## src/design/luma_gain_pkg.sv

```systemverilog
// Constants, types and field layout of the luma gain and hsync position register bank.
// Assumes an 8-bit register port and a pixel-rate clock shared with the video datapath.
package luma_gain_pkg;

  // Register offsets.
  localparam logic [7:0] OFS_MAN_GAIN_LO = 8'h30;
  localparam logic [7:0] OFS_SHADOW_HI = 8'h31;
  localparam logic [7:0] OFS_SHADOW_LO = 8'h32;
  localparam logic [7:0] OFS_MISC = 8'h33;
  localparam logic [7:0] OFS_HS_HI = 8'h34;
  localparam logic [7:0] OFS_HS_BEGIN_LO = 8'h35;
  localparam logic [7:0] OFS_HS_END_LO = 8'h36;

  // Field positions.
  localparam int SURV_EN_BIT = 7;
  localparam int PW_RATE_BIT = 0;
  localparam int AVG_RANGE_BIT = 1;
  localparam int IRE_LSB = 2;
  localparam int CKILL_BIT = 6;
  localparam int HS_END_HI_LSB = 4;
  localparam int HS_BEGIN_HI_LSB = 6;

  // Bits that always read as one.
  localparam logic [7:0] SHADOW_HI_RSVD = 8'h70;
  localparam logic [7:0] MISC_RSVD = 8'hA0;
  localparam logic [7:0] HS_HI_RSVD = 8'h0F;

  // Reset values.
  localparam logic [7:0] RST_GAIN_BYTE = 8'h00;
  localparam logic [3:0] RST_GAIN_NIB = 4'h0;
  localparam logic [7:0] RST_MISC = 8'h00;
  localparam logic [1:0] RST_HS_HI = 2'h0;
  localparam logic [7:0] RST_HS_BEGIN_LO = 8'h01;
  localparam logic [7:0] RST_HS_END_LO = 8'h00;
  localparam logic [7:0] RD_UNMAPPED = 8'h00;

  // Average brightness line window.
  localparam logic [8:0] AVG_FIRST_LINE = 9'h021;
  localparam logic [8:0] AVG_LAST_FULL = 9'h136;
  localparam logic [8:0] AVG_LAST_SHORT = 9'h10E;

  // Luma gain modes of the neighbouring mode register.
  typedef enum logic [2:0] {
    MODE_MANUAL = 3'b000,
    MODE_NO_OVR_A = 3'b001,
    MODE_AUTO = 3'b010,
    MODE_NO_OVR_B = 3'b011,
    MODE_AUTO_OVR = 3'b100,
    MODE_PEAK_WHITE = 3'b101,
    MODE_AVG_VIDEO = 3'b110,
    MODE_FREEZE = 3'b111
  } gain_mode_t;

  // Decoded gain-control settings handed to the luma datapath.
  typedef struct packed {
    logic update_per_field;
    logic avg_short_range;
    logic [2:0] ire_code;
    logic colour_kill_en;
  } gain_ctrl_t;

endpackage

```

## src/design/hsync_pulse_gen.sv

```systemverilog
// Programmable hsync output pulse, timed in pixels from the internal hsync falling edge.
// Assumes begin and end positions are stable between line boundaries.
`timescale 1ns/10ps
module hsync_pulse_gen
  import luma_gain_pkg::*;
(
  // Clock and reset.
  input wire logic core_clk,
  input wire logic rst,
  // Line timing.
  input wire logic hsync_fall,
  input wire logic [9:0] begin_pos,
  input wire logic [9:0] end_pos,
  // Pulse.
  output logic hsync_out
);

  logic [9:0] pix_q;
  logic run_q;

  // Pixel count since the last falling edge; it stops rather than wraps on long lines.
  always_ff @(posedge core_clk) begin
    if (rst) begin
      pix_q <= 10'h000;
      run_q <= 1'b0;
    end else if (hsync_fall) begin
      pix_q <= 10'h000;
      run_q <= 1'b1;
    end else if (run_q && pix_q != 10'h3FF) begin
      pix_q <= pix_q + 10'h001;
    end
  end

  // Set at the begin count and cleared at the end count; end wins if both match.
  always_ff @(posedge core_clk) begin
    if (rst) begin
      hsync_out <= 1'b0;
    end else if (run_q && !hsync_fall && pix_q == end_pos) begin
      hsync_out <= 1'b0;
    end else if (run_q && !hsync_fall && pix_q == begin_pos) begin
      hsync_out <= 1'b1;
    end
  end

endmodule

```

## src/design/luma_gain_hsync_position_regs.sv

```systemverilog
// Register bank for luma manual gain, the gain shadow store, miscellaneous gain
// control and hsync output position. Assumes the mode and tracking fields, the
// manual gain upper nibble, the automatic gain and line timing come from logic
// on the same clock.
// Every input is synchronous to core_clk, so none of them passes a synchroniser here.
//
// Design decision made here: the strobed register port.
`timescale 1ns/10ps
module luma_gain_hsync_position_regs
  import luma_gain_pkg::*;
(
  // Clock and reset.
  input wire logic core_clk,
  input wire logic rst,
  // Register port.
  input wire logic [7:0] addr,
  input wire logic [7:0] wr_data,
  input wire logic wr_en,
  input wire logic rd_en,
  output logic [7:0] rd_data,
  // Neighbouring control fields.
  input wire logic [2:0] luma_gain_mode_select,
  input wire logic [1:0] luma_gain_tracking_speed,
  input wire logic [3:0] luma_manual_gain_high,
  // Luma datapath status.
  input wire logic [11:0] auto_gain,
  input wire logic is_pal,
  // Line timing.
  input wire logic hsync_int,
  input wire logic field_start,
  input wire logic [8:0] line_num,
  // Gain outputs.
  output logic [11:0] applied_gain,
  output logic [1:0] tracking_speed,
  output logic tracking_active,
  output logic gain_update,
  output gain_ctrl_t gain_ctrl,
  output logic [7:0] max_ire_level,
  output logic avg_window,
  // Hsync output.
  output logic hsync_out
);

  // Software-visible storage.
  logic [7:0] man_gain_lo_q;
  logic [3:0] shadow_hi_q;
  logic [7:0] shadow_lo_q;
  logic surv_en_q;
  gain_ctrl_t misc_q;
  logic [1:0] hs_end_hi_q;
  logic [1:0] hs_begin_hi_q;
  logic [7:0] hs_begin_lo_q;
  logic [7:0] hs_end_lo_q;

  // Values in use by the datapath, refreshed at line boundaries.
  logic [11:0] man_gain_use_q;
  logic [11:0] shadow_use_q;
  logic surv_use_q;
  logic [9:0] hs_begin_use_q;
  logic [9:0] hs_end_use_q;

  // Line boundary detection and the decoded gain mode.
  logic hsync_int_q;
  logic line_start;
  gain_mode_t mode;

  // Mode decode and the falling-edge line boundary.
  assign mode = gain_mode_t'(luma_gain_mode_select);
  assign line_start = hsync_int_q && !hsync_int;

  // Peak-white and average-video modes are the ones that measure active video.
  function automatic logic measures_video(input gain_mode_t m);
    measures_video = (m == MODE_PEAK_WHITE) || (m == MODE_AVG_VIDEO);
  endfunction

  // Manual fixed gain is the one mode in which the shadow store is shown and applied.
  function automatic logic is_manual(input gain_mode_t m);
    is_manual = (m == MODE_MANUAL);
  endfunction

  // Maximum input IRE for a code and standard.
  // Codes above 101 saturate at 100 for both standards.
  function automatic logic [7:0] ire_of(input logic [2:0] code, input logic pal);
    logic [7:0] p;
    logic [7:0] n;
    p = 8'h64;
    n = 8'h64;
    case (code)
      3'b000: begin
        p = 8'h85;
        n = 8'h7A;
      end
      3'b001: begin
        p = 8'h7D;
        n = 8'h73;
      end
      3'b010: begin
        p = 8'h78;
        n = 8'h6E;
      end
      3'b011: begin
        p = 8'h73;
        n = 8'h69;
      end
      3'b100: begin
        p = 8'h6E;
        n = 8'h64;
      end
      3'b101: begin
        p = 8'h69;
        n = 8'h64;
      end
      default: begin
        p = 8'h64;
        n = 8'h64;
      end
    endcase
    ire_of = pal ? p : n;
  endfunction

  // Edge detector on the internal hsync, which marks the line boundary.
  // History resets low, so a line already low at reset gives no false boundary.
  always_ff @(posedge core_clk) begin
    if (rst) begin
      hsync_int_q <= 1'b0;
    end else begin
      hsync_int_q <= hsync_int;
    end
  end

  // Gain bytes written by software.
  // Reserved bits of the shadow control byte are dropped here and read back as one.
  always_ff @(posedge core_clk) begin
    if (rst) begin
      man_gain_lo_q <= RST_GAIN_BYTE;
      shadow_hi_q <= RST_GAIN_NIB;
      shadow_lo_q <= RST_GAIN_BYTE;
      surv_en_q <= 1'b0;
    end else if (wr_en) begin
      if (addr == OFS_MAN_GAIN_LO) begin
        man_gain_lo_q <= wr_data;
      end else if (addr == OFS_SHADOW_HI) begin
        shadow_hi_q <= wr_data[3:0];
        surv_en_q <= wr_data[SURV_EN_BIT];
      end else if (addr == OFS_SHADOW_LO) begin
        shadow_lo_q <= wr_data;
      end
    end
  end

  // Miscellaneous gain control; reserved bits are not stored.
  // The rate, range, level and kill fields reach the datapath one cycle later.
  always_ff @(posedge core_clk) begin
    if (rst) begin
      misc_q <= gain_ctrl_t'(RST_MISC[5:0]);
    end else if (wr_en && addr == OFS_MISC) begin
      misc_q.update_per_field <= wr_data[PW_RATE_BIT];
      misc_q.avg_short_range <= wr_data[AVG_RANGE_BIT];
      misc_q.ire_code <= wr_data[IRE_LSB +: 3];
      misc_q.colour_kill_en <= wr_data[CKILL_BIT];
    end
  end

  // Hsync position bytes.
  // Both high pairs share one byte, so a single write moves begin and end together.
  always_ff @(posedge core_clk) begin
    if (rst) begin
      hs_end_hi_q <= RST_HS_HI;
      hs_begin_hi_q <= RST_HS_HI;
      hs_begin_lo_q <= RST_HS_BEGIN_LO;
      hs_end_lo_q <= RST_HS_END_LO;
    end else if (wr_en) begin
      if (addr == OFS_HS_HI) begin
        hs_end_hi_q <= wr_data[HS_END_HI_LSB +: 2];
        hs_begin_hi_q <= wr_data[HS_BEGIN_HI_LSB +: 2];
      end else if (addr == OFS_HS_BEGIN_LO) begin
        hs_begin_lo_q <= wr_data;
      end else if (addr == OFS_HS_END_LO) begin
        hs_end_lo_q <= wr_data;
      end
    end
  end

  // Split fields are joined and taken over only at the line boundary, so the
  // datapath never runs on a half-written pair. The cost is up to one line of lag.
  // A write in the boundary cycle itself waits for the following line.
  always_ff @(posedge core_clk) begin
    if (rst) begin
      man_gain_use_q <= {RST_GAIN_NIB, RST_GAIN_BYTE};
      shadow_use_q <= {RST_GAIN_NIB, RST_GAIN_BYTE};
      surv_use_q <= 1'b0;
      hs_begin_use_q <= {RST_HS_HI, RST_HS_BEGIN_LO};
      hs_end_use_q <= {RST_HS_HI, RST_HS_END_LO};
    end else if (line_start) begin
      man_gain_use_q <= {luma_manual_gain_high, man_gain_lo_q};
      shadow_use_q <= {shadow_hi_q, shadow_lo_q};
      surv_use_q <= surv_en_q;
      hs_begin_use_q <= {hs_begin_hi_q, hs_begin_lo_q};
      hs_end_use_q <= {hs_end_hi_q, hs_end_lo_q};
    end
  end

  // Applied gain: manual mode uses the fixed value, with the shadow store in its
  // place when surveillance updates are on; freeze holds; all else follows the AGC.
  // Entering freeze keeps whatever the previous mode produced last.
  always_ff @(posedge core_clk) begin
    if (rst) begin
      applied_gain <= {RST_GAIN_NIB, RST_GAIN_BYTE};
    end else begin
      case (mode)
        MODE_MANUAL: begin
          applied_gain <= surv_use_q ? shadow_use_q : man_gain_use_q;
        end
        MODE_FREEZE: begin
          applied_gain <= applied_gain;
        end
        default: begin
          applied_gain <= auto_gain;
        end
      endcase
    end
  end

  // Tracking speed reaches the AGC only in automatic mode.
  // Zero is driven elsewhere so that a stale speed code never reaches the AGC.
  always_ff @(posedge core_clk) begin
    if (rst) begin
      tracking_speed <= 2'b00;
      tracking_active <= 1'b0;
    end else begin
      tracking_active <= (mode == MODE_AUTO);
      tracking_speed <= (mode == MODE_AUTO) ? luma_gain_tracking_speed : 2'b00;
    end
  end

  // Recalculation strobe for the measuring modes, per line or per field.
  // Only the selected boundary counts; the other one is ignored.
  always_ff @(posedge core_clk) begin
    if (rst) begin
      gain_update <= 1'b0;
    end else begin
      gain_update <= measures_video(mode) &&
                     (misc_q.update_per_field ? field_start : line_start);
    end
  end

  // Decoded control and measurement window for the luma datapath.
  // The level table is looked up after the field register, one cycle behind it.
  always_ff @(posedge core_clk) begin
    if (rst) begin
      gain_ctrl <= gain_ctrl_t'(RST_MISC[5:0]);
      max_ire_level <= 8'h00;
      avg_window <= 1'b0;
    end else begin
      gain_ctrl <= misc_q;
      max_ire_level <= ire_of(misc_q.ire_code, is_pal);
      avg_window <= measures_video(mode) && line_num >= AVG_FIRST_LINE &&
                    line_num <= (misc_q.avg_short_range ? AVG_LAST_SHORT
                                                        : AVG_LAST_FULL);
    end
  end

  // Read data one cycle after the strobe; the manual gain byte, and the shadow bytes outside manual mode, read back the gain in use.
  // Read data holds between reads, so a late look still sees the last result.
  always_ff @(posedge core_clk) begin
    if (rst) begin
      rd_data <= RD_UNMAPPED;
    end else if (rd_en) begin
      if (addr == OFS_MAN_GAIN_LO) begin
        rd_data <= applied_gain[7:0];
      end else if (addr == OFS_SHADOW_HI) begin
        rd_data <= {surv_en_q, 3'b000, is_manual(mode) ? shadow_hi_q
                    : applied_gain[11:8]} | SHADOW_HI_RSVD;
      end else if (addr == OFS_SHADOW_LO) begin
        rd_data <= is_manual(mode) ? shadow_lo_q : applied_gain[7:0];
      end else if (addr == OFS_MISC) begin
        rd_data <= {1'b0, misc_q.colour_kill_en, 1'b0, misc_q.ire_code,
                    misc_q.avg_short_range, misc_q.update_per_field} | MISC_RSVD;
      end else if (addr == OFS_HS_HI) begin
        rd_data <= {hs_begin_hi_q, hs_end_hi_q, 4'h0} | HS_HI_RSVD;
      end else if (addr == OFS_HS_BEGIN_LO) begin
        rd_data <= hs_begin_lo_q;
      end else if (addr == OFS_HS_END_LO) begin
        rd_data <= hs_end_lo_q;
      end else begin
        rd_data <= RD_UNMAPPED;
      end
    end
  end

  // Pulse position and length both come from the begin and end pair.
  // Its pixel counter restarts at every boundary seen by the edge detector.
  hsync_pulse_gen u_hsync (
    .core_clk(core_clk),
    .rst(rst),
    .hsync_fall(line_start),
    .begin_pos(hs_begin_use_q),
    .end_pos(hs_end_use_q),
    .hsync_out(hsync_out)
  );

endmodule

```

## config.mk

```make
export PLATFORM = sky130hd
export DESIGN_NAME = luma_gain_hsync_position_regs
export DESIGN_NICKNAME = d
export VERILOG_FILES = /design/src/design/luma_gain_pkg.sv /design/src/design/hsync_pulse_gen.sv /design/src/design/luma_gain_hsync_position_regs.sv
export SDC_FILE = /design/constraint.sdc
export NUM_CORES = 1
export LEC_CHECK = 0
export BUFFER_PORTS_ARGS = -buffer_cell sky130_fd_sc_hd__buf_2
export CAP_MARGIN = 20
export CORE_MARGIN = 2
export CORE_UTILIZATION = 45
export DETAILED_ROUTE_END_ITERATION = 16
export PLACE_DENSITY_LB_ADDON = 0.12
export SLEW_MARGIN = 25
export SYNTH_ARGS = -nofsm -noshare
export SYNTH_HDL_FRONTEND = slang
export SYNTH_HIERARCHICAL = 1
export SYNTH_SLANG_ARGS = --single-unit
```

## constraint.sdc

```tcl
create_clock -name core_clk -period 3 [get_ports core_clk]
set_input_delay 0.15 -clock core_clk [delete_from_list [all_inputs] [get_ports core_clk]]
set_output_delay 0.15 -clock core_clk [all_outputs]
set_load 0.005 [all_outputs]
```

* After elaboration in Yosys (flattened, before gate mapping)
Cells that the tools add are included.
Cells by class: add/subtract/negate cells 1, magnitude comparators 2, equality and inequality tests 19, mux-type cells 16, bitwise logic cells 5, reduce and logical (&&, ||, !) cells 23
Operators with widths (number):
- 8-bit two-way mux | 9
- 8-bit by 6-bit equality test with 1-bit output, second input constant | 7
- 8-bit case mux with 6 select lines | 1
- 12-bit case mux with 2 select lines | 1
- 10-bit equality test | 2
- 5-bit case mux with 4 select lines | 1
- 3-bit equality test, second input constant | 5
- 12-bit two-way mux | 1
- 10-bit by 1-bit adder with 10-bit output, second input constant | 1
- 10-bit != test, second input constant | 1
- 3-bit by 2-bit equality test with 1-bit output, second input constant | 3
- 9-bit by 6-bit >= comparator with 1-bit output, second input constant | 1
- 9-bit less-or-equal comparator | 1
- 1-bit logical AND | 9
- 4-bit AND reduction | 2
- 3-bit logical NOT | 2
- 6-bit two-way mux | 1
- 3-bit AND reduction | 2
- 2-bit OR reduction | 3
- 1-bit NOT | 5
- 4-bit two-way mux | 1
- 2-bit AND reduction | 2
- 3-bit by 1-bit equality test with 1-bit output, second input constant | 1
- 1-bit logical NOT | 2
- other kinds (2) | 2
Word-level totals: register bits 144, output and inout port bits 40

* Logic depth before layout (Yosys ltp)
depth after elaboration 8, depth in mapped cells 7, mapped depth without buffers 6

* By module
The synthesis kept the hierarchy.
Modules (own cells, without submodules):
- luma_gain_hsync_position_regs | instances 1, cells each 705, area each 5987.0 um2
- hsync_pulse_gen | instances 1, cells each 92, area each 800.8 um2

* Worst setup path before layout
No wires, ideal clock.
path kind flip-flop to flip-flop, start point register misc_q[2] (netlist bit), end point register max_ire_level[1], setup time 0.128 ns, arrival time 1.589 ns, path slack 1.284 ns, stages on the path, launching flop included 8, buffers on the path 1, cells stage by stage dfxtp_1 clkbuf_1 inv_1 ha_1 o21bai_1 mux2i_1 a221oi_1 nor2_1
Between the ends: word-level cells in the longest chain between the ends 3
Ends and longest elaborated chain:
- start: declaration | line luma_gain_hsync_position_regs.sv:49 | gain_ctrl_t misc_q;
- start signal: assignment | line luma_gain_hsync_position_regs.sv:155 | misc_q <= gain_ctrl_t'(RST_MISC[5:0]);
- 3-bit equality test (tied with other cells) | line luma_gain_hsync_position_regs.sv:88 | case (code)
- 8-bit case mux with 6 select lines or 5-bit case mux with 4 select lines (tied branches) | line luma_gain_hsync_position_regs.sv:88
- 8-bit two-way mux (*) | line luma_gain_hsync_position_regs.sv:118 | ire_of = pal ? p : n;
- end signal: assignment | line luma_gain_hsync_position_regs.sv:256 | max_ire_level <= ire_of(misc_q.ire_code, is_pal);
- end: declaration | line luma_gain_hsync_position_regs.sv:38 | output logic [7:0] max_ire_level,
Mark *: on every way between the ends. The rest lies on a longest branch, timed or not. A chain may end at the register's enable or synchronous reset.

* Worst setup path in the final report
start point register misc_q[3] (netlist bit), end point register max_ire_level[1]
The elaborated chain is that of the path after synthesis.

==> summary by stage <==
Status
The flow ran to the end, and the final reports show no timing, DRC or antenna violations.

GRT
The global routing usage on met1 is 0.312. The number of global-route vias before repair is 5,648. Entering global routing, the biggest net connects 90 pins. The busiest metal layer after global routing is met2. The global routing usage summed across all routing layers is 0.242. The global-route wire length before repair is 30.4 mm. Summed over all layers, the global routing overflow is 0. The fraction of met3 tracks used by global routing is 0.0506. The number of antenna violations at the first check in global routing came to 0. The global-route track usage on met2 is 0.399.

Pwr
The relative contribution of sequential cells to total power is 0.442. The power density normalized to cell area is 556 nW/µm². Summed over all nets, the switching power comes to 1.05 mW.

Of the total power, the share spent switching nets is 0.238. The leakage power is 3.24 nW. The share of total power dissipated in combinational logic is 0.070.

The worst-case vdd ir drop is 0.428 mV. The internal power of the cells totals 3.37 mW. Of the total power, the clock network draws 0.489.

The overall power of the completed layout is 4.42 mW.

Critical path
The reg-to-reg critical path startpoint is misc_q[3]. The startpoint class of the critical path is a flop. For the worst setup path, the data arrival time is 2.26 ns.

The element type at the critical path end is a flop. The flop-to-flop setup slack is 1.02 ns. The critical path required time is 3.28 ns. Of all nets on the critical path, the largest fanout is 10. The critical path starts at misc_q[3].

The worst setup path is of the reg -> reg kind.

Timing
Setup violations remaining at the end of the flow were counted as 0. Headroom to the max-slew limit came out at 0.359. The transition time at the pin with the least slew margin is 0.961 ns.

Timing would allow up to 0.504 GHz. The number of max-slew violations in the final report is 0. The share of the cycle needed by the critical path after routing is 0.661. The sum of negative setup slack is 0 ns.

On the final layout, the worst clock skew is 0.00564 ns. The hold violation total from the final report is 0. For the finished layout, the period the worst path requires is 1.98 ns.

Setup repair after global routing left no endpoint under its margin.

Worst hold path
The class of the tightest hold or removal check is in -> reg. The startpoint identified for the worst hold timing path is wr_data[3].

Yosys
Counting every instance in the synthesized netlist gives 797. The post-synthesis cell area is 6790 µm². The post-synthesis area per instance is 8.52 µm². sky130_fd_sc_hd__nand2_1 is the most common cell in the netlist.

The number of nets handed over by synthesis was 859. During synthesis, Yosys emitted a total of 6 warnings. By count the netlist is led by 169 x sky130_fd_sc_hd__nand2_1, 143 x sky130_fd_sc_hd__dfxtp_1, 69 x sky130_fd_sc_hd__a21oi_1, 60 x sky130_fd_sc_hd__mux2i_1, 39 x sky130_fd_sc_hd__clkbuf_1. For this run, the leading register cell type out of synthesis is sky130_fd_sc_hd__dfxtp_1.

The post-synthesis register bit count is 143. Of the post-synthesis cell area, the dominant cell type holds 0.422. The fraction of synthesis flops using an asynchronous set or reset pin is 0. For this run, the register share of the synthesized area comes to 0.422. The count of distinct cell types in the synthesized netlist is 67. By area the synthesized netlist is led by sky130_fd_sc_hd__dfxtp_1 42%, sky130_fd_sc_hd__nand2_1 9.3%, sky130_fd_sc_hd__mux2i_1 8.8%, sky130_fd_sc_hd__a21oi_1 5.1%, sky130_fd_sc_hd__xor2_1 2.7%. The cell taking the most area after synthesis is sky130_fd_sc_hd__dfxtp_1. In this run, synthesis inferred 0 flip-flops with an integrated enable.

CTS
The later pin in the worst-skew pair is clocked with a latency of 0.42 ns. CTS built an H-tree with a depth of 4. After clock tree synthesis, the clock-pin slew on the worst setup and hold paths is 0.06 ns.

The cell sitting at the root of the clock tree is a sky130_fd_sc_hd__clkbuf_16. The count of instances resized after the clock tree is built is 0. The number of clock buffers added by TritonCTS is 17.

The clock net sink count is 143. The clock passes through at most 2 buffers. The clock tree from TritonCTS is built.

Layout
From synthesis to final layout, the design area changed by 17.2%. The net count of the finished layout is 925. The proportion of layout cells with a drive suffix above 1 is 0.184.

The final antenna diode count is 0. The fill cell total of the finished layout is 1,379.

Floorplanning
The floorplan die width is 127 µm. The boundary pin count is 93. The die is 127 µm tall. The floorplan has 44 rows. The region available for standard cell placement spans 14,600 µm². The die covers 16,100 µm². The initial standard-cell utilization of the core is 0.464.

Routing
The first TritonRoute pass finished after 5 iterations. The final wirelength is 19.1 mm. Once detail routing completed, the nets flagged for antenna violations numbered 0. The DRC violation count after routing is 0.

The post-detailed-route wirelength per cell is 18.1 µm. The number of vias per cell after detailed routing is 5.63. The via total after detailed routing is 5,967. The first routing iteration left 404 violations.

Placement
The global placer's final weighted congestion is 0.906. The count of buffers added on input and output ports is 92. The wire-length estimate of the detail-placed layout is 13.9 mm.

Run
The max-cap violation count is 0.
worst max-delay path: stages (launching register included):
cell                       delay [ns]
sky130_fd_sc_hd__dfxtp_1         0.57
sky130_fd_sc_hd__inv_1           0.20
sky130_fd_sc_hd__ha_1            0.27
sky130_fd_sc_hd__o21bai_1        0.29
sky130_fd_sc_hd__mux2i_1         0.13
sky130_fd_sc_hd__a221oi_1        0.31
sky130_fd_sc_hd__nor2_1          0.06
logic make-up after synthesis:
logic type | after synthesis | synth area share
multiplexers | 65 | 0.0984
AO/OA/AOI/OAI | 160 | 0.153
adder cells (fa/ha/maj) | 9 | 0.0166
AND/OR/NAND/NOR | 311 | 0.224
flip-flops | 143 | 0.422
buffers and inverters | 84 | 0.0536
XOR/XNOR | 25 | 0.0323
layer usage:
layer  share of wire  vias to the layer above
met5               0                        -
met2            0.48                      175
met4           0.028                        0
met3           0.047                       35
met1            0.44                     2856
li1                -                     2901
registers in the layout, summed over array words and instances, names as in the netlist, 10 cells and up:
signal,count
hs_end_use_q,10
shadow_use_q,12
applied_gain,12
hs_begin_use_q,10
u_hsync/pix_q,10
man_gain_use_q,12
through the flow:
stage               cells  setup slack (ns)  hold slack (ns)  area (µm²)  utilization
finish               1060              1.02           0.0193        7960        0.543
floorplan             797              1.28            0.222        6790            -
global route         1060             0.855           0.0308        7960        0.543
global placement     1020              1.06            0.352        7270        0.496
CTS                  1060              1.10          0.00189        7960        0.543
detailed placement   1020              1.02            0.360        7270        0.496
worst paths after layout:
| path | end | cells after the start |
|---|---|---|
| min | hs_end_lo_q[3] | 3 |
| max | max_ire_level[1] | 6 |
| min reg2reg | shadow_use_q[6] | 2 |
| max reg2reg | max_ire_level[1] | 6 |
cell type report:
cell class	count	area (µm²)	share of cell area
Clock buffer	20	447	0.0561
Tap cell	184	230	0.0289
Multi-Input combinational cell	570	3570	0.449
Clock inverter	12	160	0.0201
Timing Repair Buffer	108	601	0.0755
Sequential cell	143	2860	0.360
Inverter	23	86.3	0.0109
what timing repair did:
item                      CTS  global route
hold endpoints to repair    8             0
setup buffers               0             0
hold buffers                8             0
power by group through the flow:
stage / Clock (mW) / Sequential (mW) / Combinational [mW]
floorplan: 0 / 1.98 / 0.184
global placement: 0 / 1.99 / 0.293
detailed placement: 0 / 2.00 / 0.297
CTS: 2.19 / 1.95 / 0.306
global route: 2.28 / 1.95 / 0.336
finish: 2.16 / 1.95 / 0.308
placed cells by master, fill, tap and decap left out, drive strengths merged, types with 5 or more instances in the layout:
cell         instances
dfxtp              143
o211ai              23
mux2i               60
a31o                 5
inv                 24
a31oi                8
o31ai                5
nor2b               11
and3                12
or3                  6
o21ai               14
nand2              169
clkbuf              20
xor2                21
nor4                 9
nand2b              11
nor3                17
nand3               11
buf                100
and3b                5
a21oi               69
nand4                8
dlygate4sd3          8
ha                   9
nor2                38
No activity file was read; power rests on OpenSTA's default activity.
